**src/fsgo_pkg.sv**
```systemverilog
// Purpose: Shared constants and the pair look-up module for the scheduled outputs
// Assumes: One pixel clock, signals synchronous to it
// Notes: The look-up module is purely combinational; the top registers its result
`timescale 1ns/100ps
package fsgo_pkg;
  localparam int unsigned FSGO_FLD_W = 4;
  localparam int unsigned FSGO_POS_W = 13;
  localparam int unsigned FSGO_ACT_W = 3;
  localparam int unsigned FSGO_PROTO_W = 2;
  localparam int unsigned FSGO_LUT_W = 4;
  // Legacy location of the pair table control word, field [13:10]
  localparam logic [7:0] FSGO_LUT_ADDR = 8'h52;
  localparam int unsigned FSGO_LUT_LSB = 10;
  localparam logic [7:0] FSGO_TRIG_ADDR = 8'h50;
  // Counter actions
  localparam logic [2:0] FSGO_ACT_IDLE = 3'h0;
  localparam logic [2:0] FSGO_ACT_SINGLE = 3'h1;
  localparam logic [2:0] FSGO_ACT_REPEAT = 3'h2;
  localparam logic [2:0] FSGO_ACT_DELAY = 3'h3;
  localparam logic [2:0] FSGO_ACT_FORCE = 3'h7;
  // Output protocols
  localparam logic [1:0] FSGO_P_IDLE = 2'h0;
  localparam logic [1:0] FSGO_P_FIELD = 2'h1;
  localparam logic [1:0] FSGO_P_SCHED = 2'h2;
  localparam logic [1:0] FSGO_P_BURST = 2'h3;
  // Reset values and the count step
  localparam logic [3:0] FSGO_CNT_RST = 4'h0;
  localparam logic [12:0] FSGO_POS_RST = 13'h0000;
  localparam logic [3:0] FSGO_ONE = 4'h1;
  typedef enum logic [1:0] {
    FSGO_FC_IDLE = 2'b00,
    FSGO_FC_SINGLE = 2'b01,
    FSGO_FC_REPEAT = 2'b10,
    FSGO_FC_DELAY = 2'b11
  } fsgo_fc_state_t;
endpackage

module fsgo_pair_lut
  import fsgo_pkg::*;
(
  // Raw toggle levels
  input wire logic first_i,
  input wire logic second_i,
  // Table and routing
  input wire logic [3:0] table_i,
  input wire logic [1:0] route_i,
  // Pin levels
  output logic first_o,
  output logic second_o
);
  logic res;
  always_comb begin
    res = table_i[{second_i, first_i}];
    first_o = route_i[0] ? res : first_i;
    second_o = route_i[1] ? res : second_i;
  end
endmodule

```
**src/fsgo_top.sv**
```systemverilog
// Purpose: Field, line and pixel scheduled toggling of two general outputs
// Assumes: Sync inputs are synchronous levels; one pixel per clock
// Notes: Toggle positions are snapshot when an output is activated
//
// Behaviour
// - Field-repeat mode starts in next field
// - At most two toggles per output per field
// - Field-repeat mode ignores toggle field positions
// - Field-repeat toggles recur until protocol zero
// - Protocol zero one whole field before reactivation
// - Scheduled mode follows primary field counter
// - Burst mode repeats every counter wrap
// - Output level held across field boundaries
// - Scheduled toggles fire once each, never on wraps
// - Delayed shot waits programmed fields first
// - Positions taken when mode is activated
// - Each pin shows table result or own signal
// - Pair control selects function and receiving pins
// - Four-bit table indexed by second,first
// - Counter trigger clears at each field start
// - Counter action codes idle/single/repeat/delay/force
// - Counter maximum and delay are four bits
// - Position is field4, line13, pixel13
// - Disabled output pin stays high impedance
`timescale 1ns/100ps
module fsgo_top
  import fsgo_pkg::*;
(
  // Clock and reset
  input wire logic sys_clk_i,
  input wire logic nrst_i,
  // Timing references
  input wire logic vertical_sync_i,
  input wire logic line_sync_i,
  // Primary field counter control
  input wire logic counter_trigger_i,
  input wire logic [2:0] counter_action_i,
  input wire logic [3:0] counter_max_i,
  input wire logic [3:0] counter_delay_i,
  // Output configuration, index 0 is output one
  input wire logic [1:0] output_protocol_select_one_i,
  input wire logic [1:0] output_protocol_select_two_i,
  input wire logic [1:0] output_pin_enable_i,
  input wire logic [3:0] pair_truth_table_i,
  input wire logic [1:0] pair_result_route_i,
  // Toggle positions, toggle two in the upper half
  input wire logic [7:0] toggle_field_position_one_i,
  input wire logic [25:0] toggle_line_position_one_i,
  input wire logic [25:0] toggle_pixel_position_one_i,
  input wire logic [7:0] toggle_field_position_two_i,
  input wire logic [25:0] toggle_line_position_two_i,
  input wire logic [25:0] toggle_pixel_position_two_i,
  // Pins, enables active low
  output logic general_output_one_o,
  output logic general_output_two_o,
  output logic [1:0] output_pin_enable_n_o,
  // Status
  output logic [3:0] field_count_o,
  output logic counter_busy_o
);
  fsgo_fc_state_t st_q;
  logic vs_q, ls_q, fs, ls;
  logic [12:0] line_q, pix_q;
  logic [3:0] cnt_q, dcnt_q;
  logic [2:0] pact_q;
  logic pend_q;
  logic counting, at_max;
  logic [1:0] proto [2];
  logic [3:0] fld_in [2][2];
  logic [12:0] lin_in [2][2];
  logic [12:0] pix_in [2][2];
  logic [3:0] fld_q [2][2];
  logic [12:0] lin_q [2][2];
  logic [12:0] pxp_q [2][2];
  logic [1:0] mode_q [2];
  logic [1:0] act_q, ready_q, zero_q, lvl_q;
  logic [1:0] done_q [2];
  logic [1:0] hit [2];
  logic lut_one, lut_two;

  always_comb begin
    proto[0] = output_protocol_select_one_i;
    proto[1] = output_protocol_select_two_i;
    for (int t = 0; t < 2; t++) begin
      fld_in[0][t] = toggle_field_position_one_i[t*4 +: 4];
      fld_in[1][t] = toggle_field_position_two_i[t*4 +: 4];
      lin_in[0][t] = toggle_line_position_one_i[t*13 +: 13];
      lin_in[1][t] = toggle_line_position_two_i[t*13 +: 13];
      pix_in[0][t] = toggle_pixel_position_one_i[t*13 +: 13];
      pix_in[1][t] = toggle_pixel_position_two_i[t*13 +: 13];
    end
  end

  assign fs = vertical_sync_i & ~vs_q;
  assign ls = line_sync_i & ~ls_q;
  assign counting = (st_q == FSGO_FC_SINGLE) || (st_q == FSGO_FC_REPEAT);
  assign at_max = (cnt_q >= counter_max_i);

  // Frame position counters
  always_ff @(posedge sys_clk_i) begin
    if (!nrst_i) begin
      vs_q <= 1'b0;
      ls_q <= 1'b0;
      line_q <= FSGO_POS_RST;
      pix_q <= FSGO_POS_RST;
    end else begin
      vs_q <= vertical_sync_i;
      ls_q <= line_sync_i;
      if (fs) begin
        line_q <= FSGO_POS_RST;
        pix_q <= FSGO_POS_RST;
      end else if (ls) begin
        line_q <= line_q + 13'h0001;
        pix_q <= FSGO_POS_RST;
      end else begin
        pix_q <= pix_q + 13'h0001;
      end
    end
  end

  // Trigger is only honoured at the next field start, then self-clears
  always_ff @(posedge sys_clk_i) begin
    if (!nrst_i) begin
      pend_q <= 1'b0;
      pact_q <= FSGO_ACT_IDLE;
    end else if (counter_trigger_i) begin
      pend_q <= 1'b1;
      pact_q <= counter_action_i;
    end else if (fs) begin
      pend_q <= 1'b0;
    end
  end

  // Primary field counter
  always_ff @(posedge sys_clk_i) begin
    if (!nrst_i) begin
      st_q <= FSGO_FC_IDLE;
      cnt_q <= FSGO_CNT_RST;
      dcnt_q <= FSGO_CNT_RST;
    end else if (fs && pend_q) begin
      if (pact_q == FSGO_ACT_SINGLE) begin
        st_q <= FSGO_FC_SINGLE;
        cnt_q <= FSGO_ONE;
      end else if (pact_q == FSGO_ACT_REPEAT) begin
        st_q <= FSGO_FC_REPEAT;
        cnt_q <= FSGO_ONE;
      end else if (pact_q == FSGO_ACT_DELAY) begin
        st_q <= (counter_delay_i == FSGO_CNT_RST) ? FSGO_FC_SINGLE : FSGO_FC_DELAY;
        cnt_q <= (counter_delay_i == FSGO_CNT_RST) ? FSGO_ONE : FSGO_CNT_RST;
        dcnt_q <= counter_delay_i;
      end else if (pact_q == FSGO_ACT_FORCE) begin
        st_q <= FSGO_FC_IDLE;
        cnt_q <= FSGO_CNT_RST;
      end
    end else if (fs) begin
      unique case (st_q)
        FSGO_FC_IDLE: cnt_q <= FSGO_CNT_RST;
        FSGO_FC_SINGLE: begin
          st_q <= at_max ? FSGO_FC_IDLE : FSGO_FC_SINGLE;
          cnt_q <= at_max ? FSGO_CNT_RST : cnt_q + FSGO_ONE;
        end
        FSGO_FC_REPEAT: cnt_q <= at_max ? FSGO_ONE : cnt_q + FSGO_ONE;
        FSGO_FC_DELAY: begin
          if (dcnt_q == FSGO_ONE) begin
            st_q <= FSGO_FC_SINGLE;
            cnt_q <= FSGO_ONE;
          end
          dcnt_q <= dcnt_q - FSGO_ONE;
        end
      endcase
    end
  end

  // Toggle hits; field-repeat ignores the field position
  always_comb begin
    for (int o = 0; o < 2; o++) begin
      for (int t = 0; t < 2; t++) begin
        // Gated by the live select so a hit in the cycle of an idle write is dropped
        hit[o][t] = act_q[o] && proto[o] != FSGO_P_IDLE && line_q == lin_q[o][t] &&
          pix_q == pxp_q[o][t] &&
          ((mode_q[o] == FSGO_P_FIELD) ||
           (counting && cnt_q == fld_q[o][t] &&
            !(mode_q[o] == FSGO_P_SCHED && done_q[o][t])));
      end
    end
  end

  // Activation, quiet-field tracking and output levels
  always_ff @(posedge sys_clk_i) begin
    if (!nrst_i) begin
      act_q <= 2'h0;
      ready_q <= 2'h3;
      zero_q <= 2'h3;
      lvl_q <= 2'h0;
      for (int o = 0; o < 2; o++) begin
        mode_q[o] <= FSGO_P_IDLE;
        done_q[o] <= 2'h0;
        for (int t = 0; t < 2; t++) begin
          fld_q[o][t] <= FSGO_CNT_RST;
          lin_q[o][t] <= FSGO_POS_RST;
          pxp_q[o][t] <= FSGO_POS_RST;
        end
      end
    end else begin
      for (int o = 0; o < 2; o++) begin
        if (proto[o] == FSGO_P_IDLE) begin
          act_q[o] <= 1'b0;
          mode_q[o] <= FSGO_P_IDLE;
          done_q[o] <= 2'h0;
          if (fs) begin
            ready_q[o] <= zero_q[o];
            zero_q[o] <= 1'b1;
          end
        end else begin
          zero_q[o] <= 1'b0;
          // A rewrite without a quiet field is ignored
          if (fs && !act_q[o] && ready_q[o]) begin
            act_q[o] <= 1'b1;
            ready_q[o] <= 1'b0;
            mode_q[o] <= proto[o];
            for (int t = 0; t < 2; t++) begin
              fld_q[o][t] <= fld_in[o][t];
              lin_q[o][t] <= lin_in[o][t];
              pxp_q[o][t] <= pix_in[o][t];
            end
          end
          for (int t = 0; t < 2; t++) begin
            if (hit[o][t] && mode_q[o] == FSGO_P_SCHED) begin
              done_q[o][t] <= 1'b1;
            end
          end
        end
        // Level only moves on a hit, so it spans field edges
        lvl_q[o] <= lvl_q[o] ^ hit[o][0] ^ hit[o][1];
      end
    end
  end

  fsgo_pair_lut u_lut (
    .first_i(lvl_q[0]),
    .second_i(lvl_q[1]),
    .table_i(pair_truth_table_i),
    .route_i(pair_result_route_i),
    .first_o(lut_one),
    .second_o(lut_two)
  );

  // Registered pins and status
  always_ff @(posedge sys_clk_i) begin
    if (!nrst_i) begin
      general_output_one_o <= 1'b0;
      general_output_two_o <= 1'b0;
      output_pin_enable_n_o <= 2'h3;
      field_count_o <= FSGO_CNT_RST;
      counter_busy_o <= 1'b0;
    end else begin
      general_output_one_o <= lut_one;
      general_output_two_o <= lut_two;
      output_pin_enable_n_o <= ~output_pin_enable_i;
      field_count_o <= cnt_q;
      counter_busy_o <= (st_q != FSGO_FC_IDLE);
    end
  end

  property p_start_at_field;
    @(posedge sys_clk_i) disable iff (!nrst_i)
      $rose(act_q[0]) |-> $past(fs) && $past(ready_q[0]);
  endproperty
  a_start_at_field: assert property (p_start_at_field) else $error("activation off field edge");

  property p_field_mode_hit;
    @(posedge sys_clk_i) disable iff (!nrst_i)
      act_q[0] && proto[0] != FSGO_P_IDLE && mode_q[0] == FSGO_P_FIELD && line_q == lin_q[0][0] &&
      pix_q == pxp_q[0][0] && !hit[0][1] |=> lvl_q[0] != $past(lvl_q[0]);
  endproperty
  a_field_mode_hit: assert property (p_field_mode_hit) else $error("field toggle missed");

  property p_sched_once;
    @(posedge sys_clk_i) disable iff (!nrst_i)
      mode_q[0] == FSGO_P_SCHED && done_q[0][0] |-> !hit[0][0];
  endproperty
  a_sched_once: assert property (p_sched_once) else $error("scheduled toggle repeated");

  property p_trig_clear;
    @(posedge sys_clk_i) disable iff (!nrst_i)
      fs && !counter_trigger_i |=> !pend_q;
  endproperty
  a_trig_clear: assert property (p_trig_clear) else $error("trigger not cleared");

  property p_force_idle;
    @(posedge sys_clk_i) disable iff (!nrst_i)
      fs && pend_q && pact_q == FSGO_ACT_FORCE |=> st_q == FSGO_FC_IDLE ##1
        !counter_busy_o && field_count_o == FSGO_CNT_RST;
  endproperty
  a_force_idle: assert property (p_force_idle) else $error("force idle ignored");

  property p_wrap;
    @(posedge sys_clk_i) disable iff (!nrst_i)
      fs && !pend_q && st_q == FSGO_FC_REPEAT && at_max |=> st_q == FSGO_FC_REPEAT && cnt_q == FSGO_ONE;
  endproperty
  a_wrap: assert property (p_wrap) else $error("repeat counter failed to wrap");

  property p_delay_end;
    @(posedge sys_clk_i) disable iff (!nrst_i)
      fs && !pend_q && st_q == FSGO_FC_DELAY && dcnt_q == FSGO_ONE |=>
        st_q == FSGO_FC_SINGLE && cnt_q == FSGO_ONE;
  endproperty
  a_delay_end: assert property (p_delay_end) else $error("delayed shot start wrong");

  property p_pin_off;
    @(posedge sys_clk_i) disable iff (!nrst_i)
      !output_pin_enable_i[0] |=> output_pin_enable_n_o[0];
  endproperty
  a_pin_off: assert property (p_pin_off) else $error("disabled pin driven");

  property p_idle_hold;
    @(posedge sys_clk_i) disable iff (!nrst_i)
      proto[0] == FSGO_P_IDLE ##1 proto[0] == FSGO_P_IDLE |-> $stable(lvl_q[0]);
  endproperty
  a_idle_hold: assert property (p_idle_hold) else $error("idle output moved");

  property p_pin_lut;
    @(posedge sys_clk_i) disable iff (!nrst_i)
      pair_result_route_i[0] |=> general_output_one_o ==
        $past(pair_truth_table_i[{lvl_q[1], lvl_q[0]}]);
  endproperty
  a_pin_lut: assert property (p_pin_lut) else $error("pin not table result");
endmodule

```
**config.mk**
```make
export PLATFORM = sky130hd
export DESIGN_NAME = fsgo_top
export DESIGN_NICKNAME = d
export VERILOG_FILES = /design/src/fsgo_pkg.sv /design/src/fsgo_top.sv
export SDC_FILE = /design/constraint.sdc
export NUM_CORES = 1
export LEC_CHECK = 0
export ABC_AREA = 1
export BUFFER_PORTS_ARGS = -buffer_cell sky130_fd_sc_hd__buf_2
export CAP_MARGIN = 30
export CORE_MARGIN = 2
export CORE_UTILIZATION = 57
export CTS_CLUSTER_DIAMETER = 50
export DETAILED_ROUTE_END_ITERATION = 12
export HOLD_SLACK_MARGIN = 0.1
export PLACE_DENSITY = 0.8
export SYNTH_ARGS = -nofsm -noshare
export SYNTH_HDL_FRONTEND = slang
export SYNTH_SLANG_ARGS = --single-unit
```
**constraint.sdc**
```tcl
create_clock -name sys_clk_i -period 8.8 [get_ports sys_clk_i]
set_clock_uncertainty 0.05 [all_clocks]
set_input_delay 1.76 -clock sys_clk_i [delete_from_list [all_inputs] [get_ports sys_clk_i]]
set_output_delay 1.76 -clock sys_clk_i [all_outputs]
set_load 0.05 [all_outputs]
```
==> Yosys cells after proc, flatten, opt, wreduce, memory -nomap -nowiden <==
Memory sizes are Yosys's and may differ from the RTL's.
Cells that the tools add are included.
{ "totals": {"regBits": 59, "mem_bits_rw": 128, "elab_cells": 258, "memories": 5} }
{ "memory_table": {"columns": ["memory", "words", "width", "rd", "rd_clocked_by_memory_dff", "wr", "line_no", "source"], "rows": [
  ["lin_q", 2, 26, 2, 0, 2, "fsgo_top.sv:73", "logic [12:0] lin_q [2][2];"],
  ["pxp_q", 2, 26, 2, 0, 2, "fsgo_top.sv:74", "logic [12:0] pxp_q [2][2];"],
  ["fld_q", 2, 8, 2, 0, 2, "fsgo_top.sv:72", "logic [3:0] fld_q [2][2];"],
  ["done_q", 2, 2, 2, 0, 2, "fsgo_top.sv:77", "logic [1:0] done_q [2];"],
  ["mode_q", 2, 2, 2, 0, 2, "fsgo_top.sv:75", "logic [1:0] mode_q [2];"]
]} }
{ "classes": {"add_sub_neg": 4, "magnitude_cmp": 2, "n_eq_ne": 31, "n_mux": 95, "n_bitwise": 32, "n_reduce_logical": 68} }
{ "op_table": {"columns": ["cell", "count"], "rows": [
  ["== test 13 bit", 8],
  ["two-way mux 13 bit", 8],
  ["two-way mux 4 bit", 19],
  ["two-way mux 1 bit", 51],
  ["logical AND 1 bit", 35],
  ["two-way mux 2 bit", 14],
  ["adder 13 x 1 -> 13 bit, second input constant", 2],
  ["bitwise OR 1 bit", 22],
  ["== test 4 bit", 4],
  ["one-hot mux 4 bit (4 select lines)", 1],
  ["nonzero test 2 bit", 8],
  ["== test 2 bit, second input constant", 4],
  ["inequality test 2 bit, second input constant", 4],
  ["== test 2 x 1 -> 1 bit, second input constant", 3],
  ["== test 3 x 2 -> 1 bit, second input constant", 2],
  ["zero test 1 bit", 6],
  ["zero test 2 bit", 3],
  ["OR reduction 2 bit", 3],
  ["logical OR 1 bit", 5],
  ["inequality test 5 x 1 -> 1 bit, second input constant", 1],
  ["AND reduction 5 bit", 1],
  ["adder 4 x 1 -> 4 bit, second input constant", 1],
  ["== test 4 x 1 -> 1 bit, second input constant", 1],
  ["greater-or-equal comparator 4 bit", 1],
  ["other kinds (18)", 25]
]} }

==> Depth between registers and ports, before layout <==
An unclocked memory read counts as a cell.
{ "logic_depth": {"depth_word": 13, "mapped_depth": 14, "ltp_nobuf": 13} }

==> Modules after synthesis <==
A second synthesis with hierarchy kept.
{ "hier_totals": {"cells_unflattened": 1232, "area_unflattened_um2": 9905.8} }
{ "by_module_without_submodules": {"columns": ["mod", "n_inst", "cells_each", "area_each_um2", "seq_area_each_um2"], "rows": [
  ["fsgo_top", 1, 1218, 9838.2, 5004.8],
  ["fsgo_pair_lut", 1, 14, 67.6, 0.0]
]} }

==> Worst setup path before layout <==
OpenSTA, ideal clock, no wires.
{ "synth_timing": {"path_kind": "input to register", "start": "input vertical_sync_i", "end": "memory fld_q[0][0] (netlist bit) (enable)", "t_arrival_ns": 6.354, "required_ns": 8.189, "slack_ns": 1.835, "stages": 4, "n_path_buf": 0, "cell_sequence": "inv_2 nor2_8 nand3_1 o21ai_0"} }
{ "synth_lines": {"columns": ["element", "line_no", "source"], "rows": [
  ["from (decl)", "fsgo_top.sv:33", "input wire logic vertical_sync_i,"],
  ["to (decl)", "fsgo_top.sv:72", null]
]} }

==> results.json <==
{
  "outcome": "complete, no violations",
  "grt_start_max_net_pins": 61,
  "setup_viol": 0,
  "seq_area_um2": 5000,
  "worst_ep_required_time_ps": 8880,
  "holdWs_ps": 439,
  "r2r_end": "fld_q[1][1]$_SDFFCE_PN0P_",
  "h-tree-depth": 4,
  "fin_crit_ps": 4270,
  "yosysWarnings": 0,
  "hold_buffers": 0,
  "ys_seq_area_share_pct": 51.6,
  "worstMarginPinSlew_ps": 839,
  "met3_length_mm": 1.53,
  "core-area_um2": 16600,
  "syn_avg_cell_area_um2": 8.29,
  "start_util_pct": 58.5,
  "crit_end": "fld_q[1][1]$_SDFFCE_PN0P_",
  "slew-limit-headroom_pct": 44.1,
  "synthSimpleGateAreaFrac_pct": 22.1,
  "power-per-cell-area_nw_per_um2": 185,
  "hold_start": "done_q[1][0]$_DFF_P_",
  "final_common_cell": "inv_1",
  "yosysTopAreaCell": "edfxtp_1",
  "r2r_cells": 6,
  "grt_pass1_wl_mm": 36.7,
  "port_buffers": 156,
  "cts_buffer_depth": 2,
  "ys_ff_latch": 187,
  "fillCellCount": 1332,
  "vias": 7775,
  "wl_per_cell_um": 15.0,
  "syn_inst": 1170,
  "r2r_start": "vs_q$_SDFF_PN0_",
  "synth_area_um2": 9700,
  "cts-root-buf": "clkbuf_16",
  "synth_mux_area_share_pct": 0,
  "detail-route-antenna-nets": 0,
  "clock_latency_ps": 450,
  "synth_top_area_share_pct": 39.0,
  "synthAdderAreaFrac_pct": 1.81,
  "clk_pin_slew_ps": 70,
  "synth_xor_area_share_pct": 7.77,
  "maxSlewViolCount": 0,
  "cts_tree": "done",
  "cts_setup_buffers": 0,
  "drv_cap": 0,
  "cp.arrival_ps": 4350,
  "grt_usage_pct": 26.4,
  "syn_nets": 1332,
  "nets": 1470,
  "synth.distinct_cells": 39,
  "routed.top_layer": "met4",
  "rows": 47,
  "vias_per_cell": 5.05,
  "layout_common_cells": "inv_1 (225), nand2_1 (219), nor2_1 (207), buf_2 (156), edfxtp_1 (126)",
  "synthFlopType": "edfxtp_1",
  "fp.dieH_um": 134,
  "die-area_um2": 18100,
  "grt.overflow.total": 0,
  "rsz0062_at_grt": "no",
  "synth_edf_count": 126,
  "numCtsBuffers": 17,
  "pin_count": 157,
  "start_kind": "input pin",
  "startpoint": "nrst_i",
  "cts_repair_resize_count": 0,
  "async_flop_share_pct": 0,
  "dpl.hpwl_mm": 16.7,
  "reg2reg_slack_ps": 6160,
  "wl_met2_mm": 11.4,
  "synth_compound_area_share_pct": 5.13,
  "crit_path_end_kind": "flop",
  "drtPass1Iterations": 5,
  "m1WireLength_mm": 9.45,
  "hold_viol": 0,
  "leakage_nw": 5.31,
  "fin_crit_sh_pct": 48.5,
  "antennaDiodeCount": 0,
  "yosys-top-cells-area": "edfxtp_1 (39%), dfxtp_1 (13%), inv_1 (8.7%)",
  "route.detailed.drc": 0,
  "drtIter0Drc": 690,
  "crit_type": "input pin to flop",
  "hold_class": "flop to flop",
  "die_x_um": 134,
  "max_freq_ghz": 0.234,
  "cp_max_fo": 34,
  "antenna_found_initial": 0,
  "place_congestion": 0.907,
  "synth_top_family_by_area": "simple AND/OR/NAND/NOR gates",
  "grt_pass1_vias": 7613,
  "multi_input_area_um2": 3590,
  "setup-tns-final_ps": 0,
  "cts.sinks": 187,
  "syn_to_final_growth_pct": 15.9,
  "drive_gt1_share_pct": 17.4,
  "irDropWorstVdd_mv": 0.163,
  "wirelength_mm": 23.1
}
layout make-up:
class	count	area share (%)
Clock buffer	21	4.30
Clock inverter	11	1.29
Inverter	239	8.03
Multi-Input combinational cell	702	31.9
Sequential cell	187	44.5
Tap cell	220	2.45
Timing Repair Buffer	161	7.46
worst min-delay path by stage:
stage                     slack, ps  depth (start not counted)                     end
after global placement          420                          2   act_q[0]$_SDFFE_PP0P_
final                           440                          2    done_q[1][0]$_DFF_P_
after CTS                       430                          2  zero_q[0]$_SDFFE_PN1P_
after floorplan                 380                          2    done_q[1][0]$_DFF_P_
after global routing            460                          2  zero_q[0]$_SDFFE_PN1P_
after detailed placement        410                          2  zero_q[0]$_SDFFE_PN1P_
sequential cells by signal (all words and copies together), names as in the netlist, 3 cells and up:
register and flops:
done_q 4, pact_q 3, line_q 13, dcnt_q 4, fld_q 16, mode_q 4
lin_q 52, pxp_q 52, pix_q 13, field_count_o 4, cnt_q 4
power by group:
| part | switching, W | internal (W) |
|---|---|---|
| clock network | 0.000358 | 0.000462 |
| registers | 0.0000300 | 0.000999 |
| logic | 0.000137 | 0.0000864 |
| total | 0.000526 | 0.00155 |
synth_stat cells (4+ instances only):
library cell	count
inv_1	225
nand2_1	219
nor2_1	208
edfxtp_1	126
xnor2_1	62
dfxtp_1	61
o21ai_0	40
a21oi_1	34
nand3_1	30
xor2_1	24
buf_2	23
nor3_1	17
ha_1	14
inv_2	12
clkbuf_1	8
nand4_1	6
nor3b_1	6
clkbuf_2	5
o22ai_1	5
or2_2	5
a31oi_1	4
buf_4	4
nor2_2	4
layer usage:
metal  track usage, %  vias up
met3             4.84       54
met1             32.4     3551
met2             46.1      312
met4             10.4        0
met5                0        -
li1                 -     3858
stage by stage:
stage,total power [W],setup WS [ps],util (%),std cells,instance area [µm²]
floorplan,0.00119,1840,-,1170,9700
detailed placement,0.00127,4120,64.0,1509,10600
global route,0.00214,4290,67.8,1541,11200
finish,0.00207,4530,67.8,1541,11200
global placement,0.00126,4210,63.8,1508,10600
CTS,0.00208,4530,67.8,1541,11200
cells by family (layout without fill, tap and decap cells):
group / count (synthesis) / after routing
adders and majority gates: 14 / 14
xor gates and xnor gates: 86 / 86
DFF: 187 / 187
and+or+nand+nor: 509 / 509
AOI/OAI and AO/OA: 93 / 93
buffers and inverters: 281 / 432
critical path: stages:
cell	delay [ps]
buf_2	460
inv_2	190
nor2_1	300
inv_2	100
nor2_1	260
inv_2	300
nand2_1	580
buf_4	370
No activity file was read; power rests on OpenSTA's default activity.
